[src/asrc_pkg.sv]
// Purpose: Shared constants for the asynchronous SRAM host controller.
// Assumes: Controller clock of 40 MHz; speed bin chosen by parameter.
// Notes: Times are in ns as printed; cycle counts derive from them.
package asrc_pkg;

  // ****************************************************************
  // Clock and speed bins
  // ****************************************************************
  localparam int CLK_PERIOD_NS = 25;
  localparam int BIN_35 = 0;
  localparam int BIN_45 = 1;
  localparam int BIN_55 = 2;

  // ****************************************************************
  // Device timing per bin, in ns
  // ****************************************************************
  localparam int READ_CYCLE_MIN_NS [3] = '{35, 45, 55};
  localparam int SELECT_ACCESS_TIME_NS [3] = '{35, 45, 55};
  localparam int LANE_ACCESS_TIME_NS [3] = '{35, 45, 55};
  localparam int WRITE_CYCLE_MIN_NS [3] = '{35, 45, 55};
  localparam int SELECT_TO_WRITE_END_NS [3] = '{30, 35, 40};
  localparam int ADDRESS_SETUP_TO_WRITE_END_NS [3] = '{30, 35, 40};
  localparam int LANE_SELECT_TO_WRITE_END_NS [3] = '{30, 35, 40};
  localparam int WRITE_PULSE_WIDTH_NS [3] = '{30, 35, 40};
  localparam int DATA_SETUP_TO_WRITE_END_NS [3] = '{18, 20, 25};
  localparam int DATA_HOLD_AFTER_WRITE_END_NS = 0;
  localparam int ADDRESS_HOLD_AFTER_WRITE_END_NS = 0;
  localparam int ADDRESS_SETUP_TO_WRITE_START_NS = 0;
  localparam int WRITE_START_RELEASE_DELAY_NS [3] = '{12, 15, 20};
  localparam int OUTPUT_DISABLE_RELEASE_DELAY_NS [3] = '{12, 15, 20};
  localparam int DESELECT_RELEASE_DELAY_NS [3] = '{12, 15, 20};

  // Least times round up to whole cycles, never below one
  function automatic int ns_to_cyc(input int ns);
    int c;
    c = (ns + CLK_PERIOD_NS - 1) / CLK_PERIOD_NS;
    return (c < 1) ? 1 : c;
  endfunction

  // ****************************************************************
  // Controller sequencing
  // ****************************************************************
  localparam int CNT_W = 4;
  localparam logic [1:0] LANES_NONE = 2'h3;

  typedef enum logic [2:0] {
    asrc_idle,
    asrc_rd_access,
    asrc_rd_turn,
    asrc_wr_release,
    asrc_wr_pulse,
    asrc_wr_recover,
    asrc_retain,
    asrc_resume
  } asrc_state_e;

endpackage

[src/asrc_pins_if.sv]
// Purpose: Pin group between the controller core and its pin stage.
// Assumes: One clock; all signals registered in the pin stage.
// Notes: Select and enable levels here are as on the device pins.
`timescale 1ns/1ps

interface asrc_pins_if #(
  parameter int ADDR_W = 18,
  parameter int DATA_W = 16
);
  logic chip_select_active_low;
  logic chip_select_active_high;
  logic write_enable_n;
  logic output_enable_n;
  logic upper_lane_select_n;
  logic lower_lane_select_n;
  logic [ADDR_W-1:0] addr;
  logic [DATA_W-1:0] wdata;
  logic data_oe;
  logic [DATA_W-1:0] rdata_sync;

  modport core (
    output chip_select_active_low, chip_select_active_high,
    output write_enable_n, output_enable_n,
    output upper_lane_select_n, lower_lane_select_n,
    output addr, wdata, data_oe,
    input rdata_sync
  );
  modport stage (
    input chip_select_active_low, chip_select_active_high,
    input write_enable_n, output_enable_n,
    input upper_lane_select_n, lower_lane_select_n,
    input addr, wdata, data_oe,
    output rdata_sync
  );
endinterface

[src/asrc_ctrl.sv]
// Purpose: Host controller driving a 16-bit asynchronous static RAM.
// Assumes: 40 MHz clock; pins pass through one register stage.
// Notes: Request is taken in idle; one access at a time.
// Notes on behaviour
// - Write spans overlap of both selects, a lane select and write enable.
// - Write data stands setup time before write end, held after it.
// - Address stands address setup time before the write-ending edge.
// - Address valid at write start and kept until after write end.
// - Both selects asserted select-to-end time before write end.
// - Chosen lane select asserted lane time before write end.
// - Write enable low pulse width; longer when output enable low.
// - Host keeps output enable high during writes before driving data.
// - Address clean and steady for every read and write cycle.
// - In retention hold every input at a firm rail level; the controller leaves the data bus undriven.
// - Deselect before supply drop; stay deselected a read cycle after.
// - Host never drives the bus while the device reads with outputs on.
`timescale 1ns/1ps

module asrc_ctrl #(
  parameter int SPEED_BIN = asrc_pkg::BIN_55,
  parameter int ADDR_W = 18,
  parameter int DATA_W = 16
) (
  // Clock, reset, enable
  input wire logic clk,
  input wire logic reset,
  input wire logic clk_en,
  // Request port
  input wire logic req_valid,
  output logic req_ready,
  input wire logic req_write,
  input wire logic [ADDR_W-1:0] req_addr,
  input wire logic [DATA_W-1:0] req_wdata,
  input wire logic [1:0] req_lane_n,
  // Read answer
  output logic rsp_valid,
  output logic [DATA_W-1:0] rsp_rdata,
  // Retention control
  input wire logic retain_req,
  output logic retain_active,
  // Device pins
  output logic chip_select_active_low,
  output logic chip_select_active_high,
  output logic write_enable_n,
  output logic output_enable_n,
  output logic upper_lane_select_n,
  output logic lower_lane_select_n,
  output logic [ADDR_W-1:0] addr,
  output logic [DATA_W-1:0] dq_o,
  output logic dq_oe,
  input wire logic [DATA_W-1:0] dq_i
);
  import asrc_pkg::*;

  // ****************************************************************
  // Cycle counts, rounded up to whole clocks
  // ****************************************************************
  localparam int B = SPEED_BIN;
  // Read: access time plus two synchroniser stages and the pin register
  localparam int RD_CYC =
    ns_to_cyc(SELECT_ACCESS_TIME_NS[B] > LANE_ACCESS_TIME_NS[B] ?
              SELECT_ACCESS_TIME_NS[B] : LANE_ACCESS_TIME_NS[B]) + 3;
  // Gap after deselect so the device has floated before any drive
  localparam int TURN_CYC = ns_to_cyc(
    DESELECT_RELEASE_DELAY_NS[B] > OUTPUT_DISABLE_RELEASE_DELAY_NS[B] ?
    DESELECT_RELEASE_DELAY_NS[B] :
    OUTPUT_DISABLE_RELEASE_DELAY_NS[B]);
  localparam int REL_CYC = ns_to_cyc(WRITE_START_RELEASE_DELAY_NS[B]);
  // Write pulse covers every setup to the write-ending edge
  localparam int PW_MAX1 =
    WRITE_PULSE_WIDTH_NS[B] > SELECT_TO_WRITE_END_NS[B] ?
    WRITE_PULSE_WIDTH_NS[B] : SELECT_TO_WRITE_END_NS[B];
  localparam int PW_MAX2 =
    ADDRESS_SETUP_TO_WRITE_END_NS[B] > LANE_SELECT_TO_WRITE_END_NS[B] ?
    ADDRESS_SETUP_TO_WRITE_END_NS[B] : LANE_SELECT_TO_WRITE_END_NS[B];
  localparam int PW_MAX3 = PW_MAX1 > PW_MAX2 ? PW_MAX1 : PW_MAX2;
  localparam int PW_NS = PW_MAX3 > DATA_SETUP_TO_WRITE_END_NS[B] ?
    PW_MAX3 : DATA_SETUP_TO_WRITE_END_NS[B];
  localparam int PW_CYC = ns_to_cyc(PW_NS);
  // Cycle time not already spent in the pulse, at least one hold cycle
  localparam int WC_REST = ns_to_cyc(WRITE_CYCLE_MIN_NS[B]) - PW_CYC;
  localparam int REC_CYC = WC_REST > 1 ? WC_REST : 1;
  localparam int RDR_CYC = ns_to_cyc(READ_CYCLE_MIN_NS[B]);

  localparam logic [CNT_W-1:0] RD_N = CNT_W'(RD_CYC - 1);
  localparam logic [CNT_W-1:0] TURN_N = CNT_W'(TURN_CYC - 1);
  localparam logic [CNT_W-1:0] REL_N = CNT_W'(REL_CYC - 1);
  localparam logic [CNT_W-1:0] PW_N = CNT_W'(PW_CYC - 1);
  localparam logic [CNT_W-1:0] REC_N = CNT_W'(REC_CYC - 1);
  localparam logic [CNT_W-1:0] RDR_N = CNT_W'(RDR_CYC - 1);

  // Elaboration-time checks
  if (SPEED_BIN < BIN_35 || SPEED_BIN > BIN_55) begin : g_bad_bin
    $error("SPEED_BIN must be 0, 1 or 2");
  end
  if (DATA_W != 16 || ADDR_W < 1) begin : g_bad_width
    $error("Data width must be 16 and address width positive");
  end
  if (RD_CYC > (1 << CNT_W) || PW_CYC > (1 << CNT_W)) begin : g_bad_cnt
    $error("Cycle counts exceed the counter width");
  end

  // ****************************************************************
  // State
  // ****************************************************************
  asrc_state_e state_q;
  logic [CNT_W-1:0] cnt_q;
  logic [ADDR_W-1:0] addr_q;
  logic [DATA_W-1:0] wdata_q;
  logic [1:0] lane_n_q;
  logic [DATA_W-1:0] rdata_q;
  logic rsp_valid_q;
  logic cnt_done;
  logic take;

  asrc_pins_if #(.ADDR_W(ADDR_W), .DATA_W(DATA_W)) pins ();

  assign cnt_done = (cnt_q == '0);
  // Requests with no lane selected are not taken
  assign req_ready = (state_q == asrc_idle) && !retain_req &&
                     (req_lane_n != LANES_NONE);
  assign take = clk_en && req_valid && req_ready;

  // Sequencer
  always_ff @(posedge clk) begin
    if (reset) begin
      state_q <= asrc_idle;
      cnt_q <= '0;
    end else if (clk_en) begin
      case (state_q)
        asrc_idle: begin
          if (retain_req) begin
            state_q <= asrc_retain;
          end else if (req_valid && req_lane_n != LANES_NONE) begin
            if (req_write) begin
              state_q <= asrc_wr_release;
              cnt_q <= REL_N;
            end else begin
              state_q <= asrc_rd_access;
              cnt_q <= RD_N;
            end
          end
        end
        asrc_rd_access: begin
          if (cnt_done) begin
            state_q <= asrc_rd_turn;
            cnt_q <= TURN_N;
          end else begin
            cnt_q <= cnt_q - 1'b1;
          end
        end
        asrc_rd_turn: begin
          // Device floats before anything may drive the bus
          if (cnt_done) begin
            state_q <= asrc_idle;
          end else begin
            cnt_q <= cnt_q - 1'b1;
          end
        end
        asrc_wr_release: begin
          // Selected with write enable low, bus not yet driven
          if (cnt_done) begin
            state_q <= asrc_wr_pulse;
            cnt_q <= PW_N;
          end else begin
            cnt_q <= cnt_q - 1'b1;
          end
        end
        asrc_wr_pulse: begin
          if (cnt_done) begin
            state_q <= asrc_wr_recover;
            cnt_q <= REC_N;
          end else begin
            cnt_q <= cnt_q - 1'b1;
          end
        end
        asrc_wr_recover: begin
          if (cnt_done) begin
            state_q <= asrc_idle;
          end else begin
            cnt_q <= cnt_q - 1'b1;
          end
        end
        asrc_retain: begin
          if (!retain_req) begin
            state_q <= asrc_resume;
            cnt_q <= RDR_N;
          end
        end
        asrc_resume: begin
          // Deselected one read cycle before next access
          if (cnt_done) begin
            state_q <= asrc_idle;
          end else begin
            cnt_q <= cnt_q - 1'b1;
          end
        end
        default: begin
          state_q <= asrc_idle;
        end
      endcase
    end
  end

  // Request capture; address and data stand for the whole access
  always_ff @(posedge clk) begin
    if (reset) begin
      addr_q <= '0;
      wdata_q <= '0;
      lane_n_q <= LANES_NONE;
    end else if (take) begin
      addr_q <= req_addr;
      wdata_q <= req_wdata;
      lane_n_q <= req_lane_n;
    end
  end

  // Read data capture at the end of access, unselected lanes zero
  always_ff @(posedge clk) begin
    if (reset) begin
      rdata_q <= '0;
      rsp_valid_q <= 1'b0;
    end else if (clk_en) begin
      rsp_valid_q <= (state_q == asrc_rd_access) && cnt_done;
      if ((state_q == asrc_rd_access) && cnt_done) begin
        rdata_q[7:0] <= lane_n_q[0] ? 8'h00 : pins.rdata_sync[7:0];
        rdata_q[15:8] <= lane_n_q[1] ? 8'h00 : pins.rdata_sync[15:8];
      end
    end
  end

  assign rsp_valid = rsp_valid_q;
  assign rsp_rdata = rdata_q;
  assign retain_active = (state_q == asrc_retain);

  // Pin levels per state
  always_comb begin
    pins.chip_select_active_low = 1'b1;
    pins.chip_select_active_high = 1'b0;
    pins.write_enable_n = 1'b1;
    pins.output_enable_n = 1'b1;
    pins.upper_lane_select_n = 1'b1;
    pins.lower_lane_select_n = 1'b1;
    pins.addr = addr_q;
    pins.wdata = wdata_q;
    pins.data_oe = 1'b0;
    case (state_q)
      asrc_rd_access: begin
        pins.chip_select_active_low = 1'b0;
        pins.chip_select_active_high = 1'b1;
        pins.output_enable_n = 1'b0;
        pins.upper_lane_select_n = lane_n_q[1];
        pins.lower_lane_select_n = lane_n_q[0];
      end
      asrc_wr_release, asrc_wr_pulse: begin
        // All four write terms held; write ends on write enable rise
        pins.chip_select_active_low = 1'b0;
        pins.chip_select_active_high = 1'b1;
        pins.write_enable_n = 1'b0;
        pins.upper_lane_select_n = lane_n_q[1];
        pins.lower_lane_select_n = lane_n_q[0];
        pins.data_oe = (state_q == asrc_wr_pulse);
      end
      asrc_wr_recover: begin
        // Data and address held past the write-ending edge
        pins.data_oe = 1'b1;
      end
      asrc_retain: begin
        // Firm rail levels: deselected, lanes off, bus undriven
        pins.addr = '0;
      end
      default: begin
      end
    endcase
  end

  asrc_pin_stage #(.ADDR_W(ADDR_W), .DATA_W(DATA_W)) u_stage (
    .clk(clk),
    .reset(reset),
    .clk_en(clk_en),
    .pins(pins.stage),
    .chip_select_active_low(chip_select_active_low),
    .chip_select_active_high(chip_select_active_high),
    .write_enable_n(write_enable_n),
    .output_enable_n(output_enable_n),
    .upper_lane_select_n(upper_lane_select_n),
    .lower_lane_select_n(lower_lane_select_n),
    .addr(addr),
    .dq_o(dq_o),
    .dq_oe(dq_oe),
    .dq_i(dq_i)
  );

endmodule

[src/asrc_pin_stage.sv]
// Purpose: Registers every pin output and synchronises the data input.
// Assumes: The data bus arrives from outside the clock domain.
// Notes: Deselected, write-idle levels come out of reset.
`timescale 1ns/1ps

module asrc_pin_stage #(
  parameter int ADDR_W = 18,
  parameter int DATA_W = 16
) (
  // Clock, reset, enable
  input wire logic clk,
  input wire logic reset,
  input wire logic clk_en,
  // Core side
  asrc_pins_if.stage pins,
  // Device pins
  output logic chip_select_active_low,
  output logic chip_select_active_high,
  output logic write_enable_n,
  output logic output_enable_n,
  output logic upper_lane_select_n,
  output logic lower_lane_select_n,
  output logic [ADDR_W-1:0] addr,
  output logic [DATA_W-1:0] dq_o,
  output logic dq_oe,
  input wire logic [DATA_W-1:0] dq_i
);
  import asrc_pkg::*;

  logic [DATA_W-1:0] dq_meta_q;
  logic [DATA_W-1:0] dq_sync_q;

  // Output pin flops
  always_ff @(posedge clk) begin
    if (reset) begin
      chip_select_active_low <= 1'b1;
      chip_select_active_high <= 1'b0;
      write_enable_n <= 1'b1;
      output_enable_n <= 1'b1;
      upper_lane_select_n <= 1'b1;
      lower_lane_select_n <= 1'b1;
      addr <= '0;
      dq_o <= '0;
      dq_oe <= 1'b0;
    end else if (clk_en) begin
      chip_select_active_low <= pins.chip_select_active_low;
      chip_select_active_high <= pins.chip_select_active_high;
      write_enable_n <= pins.write_enable_n;
      output_enable_n <= pins.output_enable_n;
      upper_lane_select_n <= pins.upper_lane_select_n;
      lower_lane_select_n <= pins.lower_lane_select_n;
      addr <= pins.addr;
      dq_o <= pins.wdata;
      dq_oe <= pins.data_oe;
    end
  end

  // Two-flop synchroniser on the data input
  always_ff @(posedge clk) begin
    if (reset) begin
      dq_meta_q <= '0;
      dq_sync_q <= '0;
    end else if (clk_en) begin
      dq_meta_q <= dq_i;
      dq_sync_q <= dq_meta_q;
    end
  end

  assign pins.rdata_sync = dq_sync_q;

endmodule

[config.mk]
export PLATFORM = sky130hd
export DESIGN_NAME = asrc_ctrl
export DESIGN_NICKNAME = d
export VERILOG_FILES = /design/src/asrc_pkg.sv /design/src/asrc_pins_if.sv /design/src/asrc_ctrl.sv /design/src/asrc_pin_stage.sv
export SDC_FILE = /design/constraint.sdc
export NUM_CORES = 1
export LEC_CHECK = 0
export BUFFER_PORTS_ARGS = -buffer_cell sky130_fd_sc_hd__buf_2
export CORE_ASPECT_RATIO = 0.7
export CORE_UTILIZATION = 53
export DETAILED_ROUTE_END_ITERATION = 8
export PLACE_DENSITY = 0.79
export SYNTH_ARGS = -nofsm -noshare
export SYNTH_HDL_FRONTEND = slang
export SYNTH_SLANG_ARGS = --single-unit
[constraint.sdc]
create_clock -name clk -period 2.05 [get_ports clk]
set_input_delay 0.1025 -clock clk [delete_from_list [all_inputs] [get_ports clk]]
set_output_delay 0.1025 -clock clk [all_outputs]
set_load 0.005 [all_outputs]
==> run summary <==
outcome -> complete, no violations
Port Buffers -> 117
hpwl dp -> 7.71 mm
Net Count, Synth -> 626
Synth area leaders -> dfxtp_1 (53%), mux2i_1 (9.5%), nand2_1 (8.2%)
Critical Path RT -> 1.95 ns
area leader, netlist -> dfxtp_1
Rel. slew slack -> 0.482
Clk Latency, worst-skew pair -> 0.42 ns
Post-DP Area -> 0.00568 sq mm
RSZ-0062 raised after global routing -> false
area of the multi-input gates -> 0.00216 sq mm
Pleak -> 2.89 nW
via/cell ratio -> 5.45
total CTS buffers -> 17
Avg Inst Size Synth -> 8.91 sq um
critical path endpoint category -> output port
final worst slack -> 0.156 ns
post-route setup TNS -> 0 ns
worst ir drop on vdd -> 0.000777 V
Post-layout nets -> 784
CP startpoint kind -> flip-flop
Non-Filler Cell Area, Final -> 0.00674 sq mm
Final Skew -> 0.0136 ns
Sink Count -> 133
# fillers -> 664
most frequent cells in the layout -> dfxtp_1 (132), buf_2 (115), nand2_1 (109)
Vias -> 4696
clock root cell -> clkbuf_16
post-CTS setup buffer count -> 0
final-report hold violation count -> 0
commonest non-fill, non-tap cell in the layout -> dfxtp_1
FF/Latch Area -> 0.00266 sq mm
yosys warns -> 0
min Tclk post-route -> 1.89 ns
GRT Util Overall -> 0.280
CP arrival -> 1.79 ns
Max Freq -> 528 MHz
largest family of logic cells by synthesized area -> simple AND/OR/NAND/NOR gates
Routed Antenna Nets -> 0
Total Wirelength -> 13.5 mm
Cell Area, Synth -> 0.00504 sq mm
Cell variety after synth -> 49
crit-path max cell delay -> 0.61 ns
XOR/XNOR share of the synthesized area -> 0.00347
Gate Count Post-Synth -> 566
Setup WS pre-CTS -> 0.222 ns
mux cell area share after synthesis -> 0.0953
critical path cell sequence -> or4_1 > a21oi_1 > buf_2
Critical-path top delay cell -> or4_1
CTS tree -> done
router iterations before antenna repair -> 7
share of layout cells above drive strength 1 -> 0.225
H-tree lvl count -> 4
Rows -> 29
pwr dens -> 916 mW/mm^2
Placer Congestion -> 0.900
Reg clk slew, reported paths -> 0.06 ns
Residual DRC -> 0
GRT overflow -> 0
Post-synth EDFFs -> 0
Main synth FF type -> dfxtp_1
Crit path max-delay family -> simple AND/OR/NAND/NOR gates
max cap viols -> 0
Critical path buffers and inverters -> 1
Ports -> 118
placed cells -> 777
DIE AREA -> 0.00991 sq mm
Finished Layout Cells -> 862
starting density of the core -> 0.551
DRT iter0 DRCs -> 333
final hold slack -> 0.0842 ns
vias in the first global route -> 4579
Hold Path Class -> in -> reg
Die Y -> 83.6 um
post-synthesis sequential area ratio -> 0.528
Adder-Cell Fraction of Synth Area -> 0.00496
Longest Clk Path Bufs -> 2
max-slew violation count -> 0
Worst Path Max Fanout -> 14
ys async rst share -> 0
area delta synth->final -> 33.7%
post-synthesis simple-gate area fraction -> 0.211
fin crit share -> 0.924
Critical Setup Path Class -> reg -> out
core box area -> 0.00914 sq mm
drt wl/cell -> 15.7 um
register bit total from synthesis -> 133
first-pass GRT wire length -> 21.9 mm
actual slew at the worst max-slew pin -> 0.777 ns
area share of the largest cell type after synthesis -> 0.528
largest net degree at the start of global routing -> 74
die width -> 119 um
Final setup viols -> 0
Synth Area in Compound Gates -> 0.113
antenna violations before repair -> 1
==> cell usage after synthesis (2+ instances only) <==
master and n:
o32ai_1 2, nand3_1 24, dfxtp_1 133, mux2i_1 48, buf_2 15, nor2_1 55
nand2_1 110, a21oi_1 78, nor3_1 7, o31ai_1 2, o21ai_0 4, or4_1 3
inv_1 7, nand3b_1 16, a211o_1 2, nor2b_1 2, ha_1 2, clkbuf_1 16
buf_6 3, nor3b_1 2, buf_1 4, and3_1 3, a22oi_1 2
==> power by group <==
part	leakage, nW	total, mW	switching, mW	internal [mW]
Combinational	1.55	0.673	0.365	0.309
Sequential	1.08	2.77	0.0888	2.68
Clock	0.258	2.74	1.13	1.60
Total	2.89	6.17	1.59	4.59
==> per-layer routing <==
metal  up-vias  track usage  part of all wire
li1       2245            -                 -
met1      2217        0.329              0.42
met2       203        0.473              0.49
met3        31       0.0847             0.068
met4         0        0.127             0.024
met5         -            0                 0
==> registers in the layout, summed over array words and instances, names as in the netlist <==
signal                           flops
u_stage.write_enable_n               1
state_q                              3
u_stage.pins.rdata_sync             16
addr_q                              18
lane_n_q                             2
rsp_valid                            1
u_stage.addr                        18
u_stage.upper_lane_select_n          1
rsp_rdata                           16
pins.wdata                          16
u_stage.lower_lane_select_n          1
u_stage.chip_select_active_low       1
u_stage.dq_oe                        1
u_stage.output_enable_n              1
u_stage.chip_select_active_high      1
cnt_q                                4
u_stage.dq_meta_q                   16
u_stage.dq_o                        16
==> layout make-up <==
cell class                 count  area share
antenna                        1    0.000371
clock buffer                  20      0.0677
multi-input combinational    386       0.321
tap                          124      0.0230
timing repair buffer         178       0.177
sequential                   133       0.395
clock inverter                12      0.0121
inverter                       8     0.00445
==> metrics by stage <==
stage | power [mW] | utilization
global route | 6.39 | 0.737
global placement | 3.36 | 0.621
finish | 6.17 | 0.737
detailed placement | 3.38 | 0.621
CTS | 6.17 | 0.737
floorplan | 3.20 | -
==> cell families after synthesis <==
| group | after synthesis |
|---|---|
| mux | 48 |
| compound gates | 101 |
| fa+ha+maj | 2 |
| flops | 133 |
| buf+inv | 47 |
| simple gates | 233 |
| xor+xnor | 2 |
==> tightest hold or removal path: stages <==
cell     delay, ns
buf_4         0.19
nand3_1       0.09
a21oi_1       0.06
==> worst paths after layout <==
path	to	start	cells past startpoint	slack, ns
worst min register to register	rsp_rdata[8]$_SDFFE_PP0P_	rsp_rdata[8]$_SDFFE_PP0P_	2	0.45
worst max register to register	state_q[1]$_SDFFE_PP0P_	state_q[1]$_SDFFE_PP0P_	4	0.19
worst min-delay path	u_stage.addr[2]$_SDFFE_PP0P_	clk_en	3	0.08
worst max-delay path	req_ready	state_q[1]$_SDFFE_PP0P_	3	0.16
==> what timing repair did <==
action                                 CTS  global route
endpoints found under the hold margin   52             0
hold buffers                            52             0
setup endpoints to repair                1             1
resized for setup                        1             1
gates cloned                             0             0
Note: power is estimated with default switching activity, not from simulation.
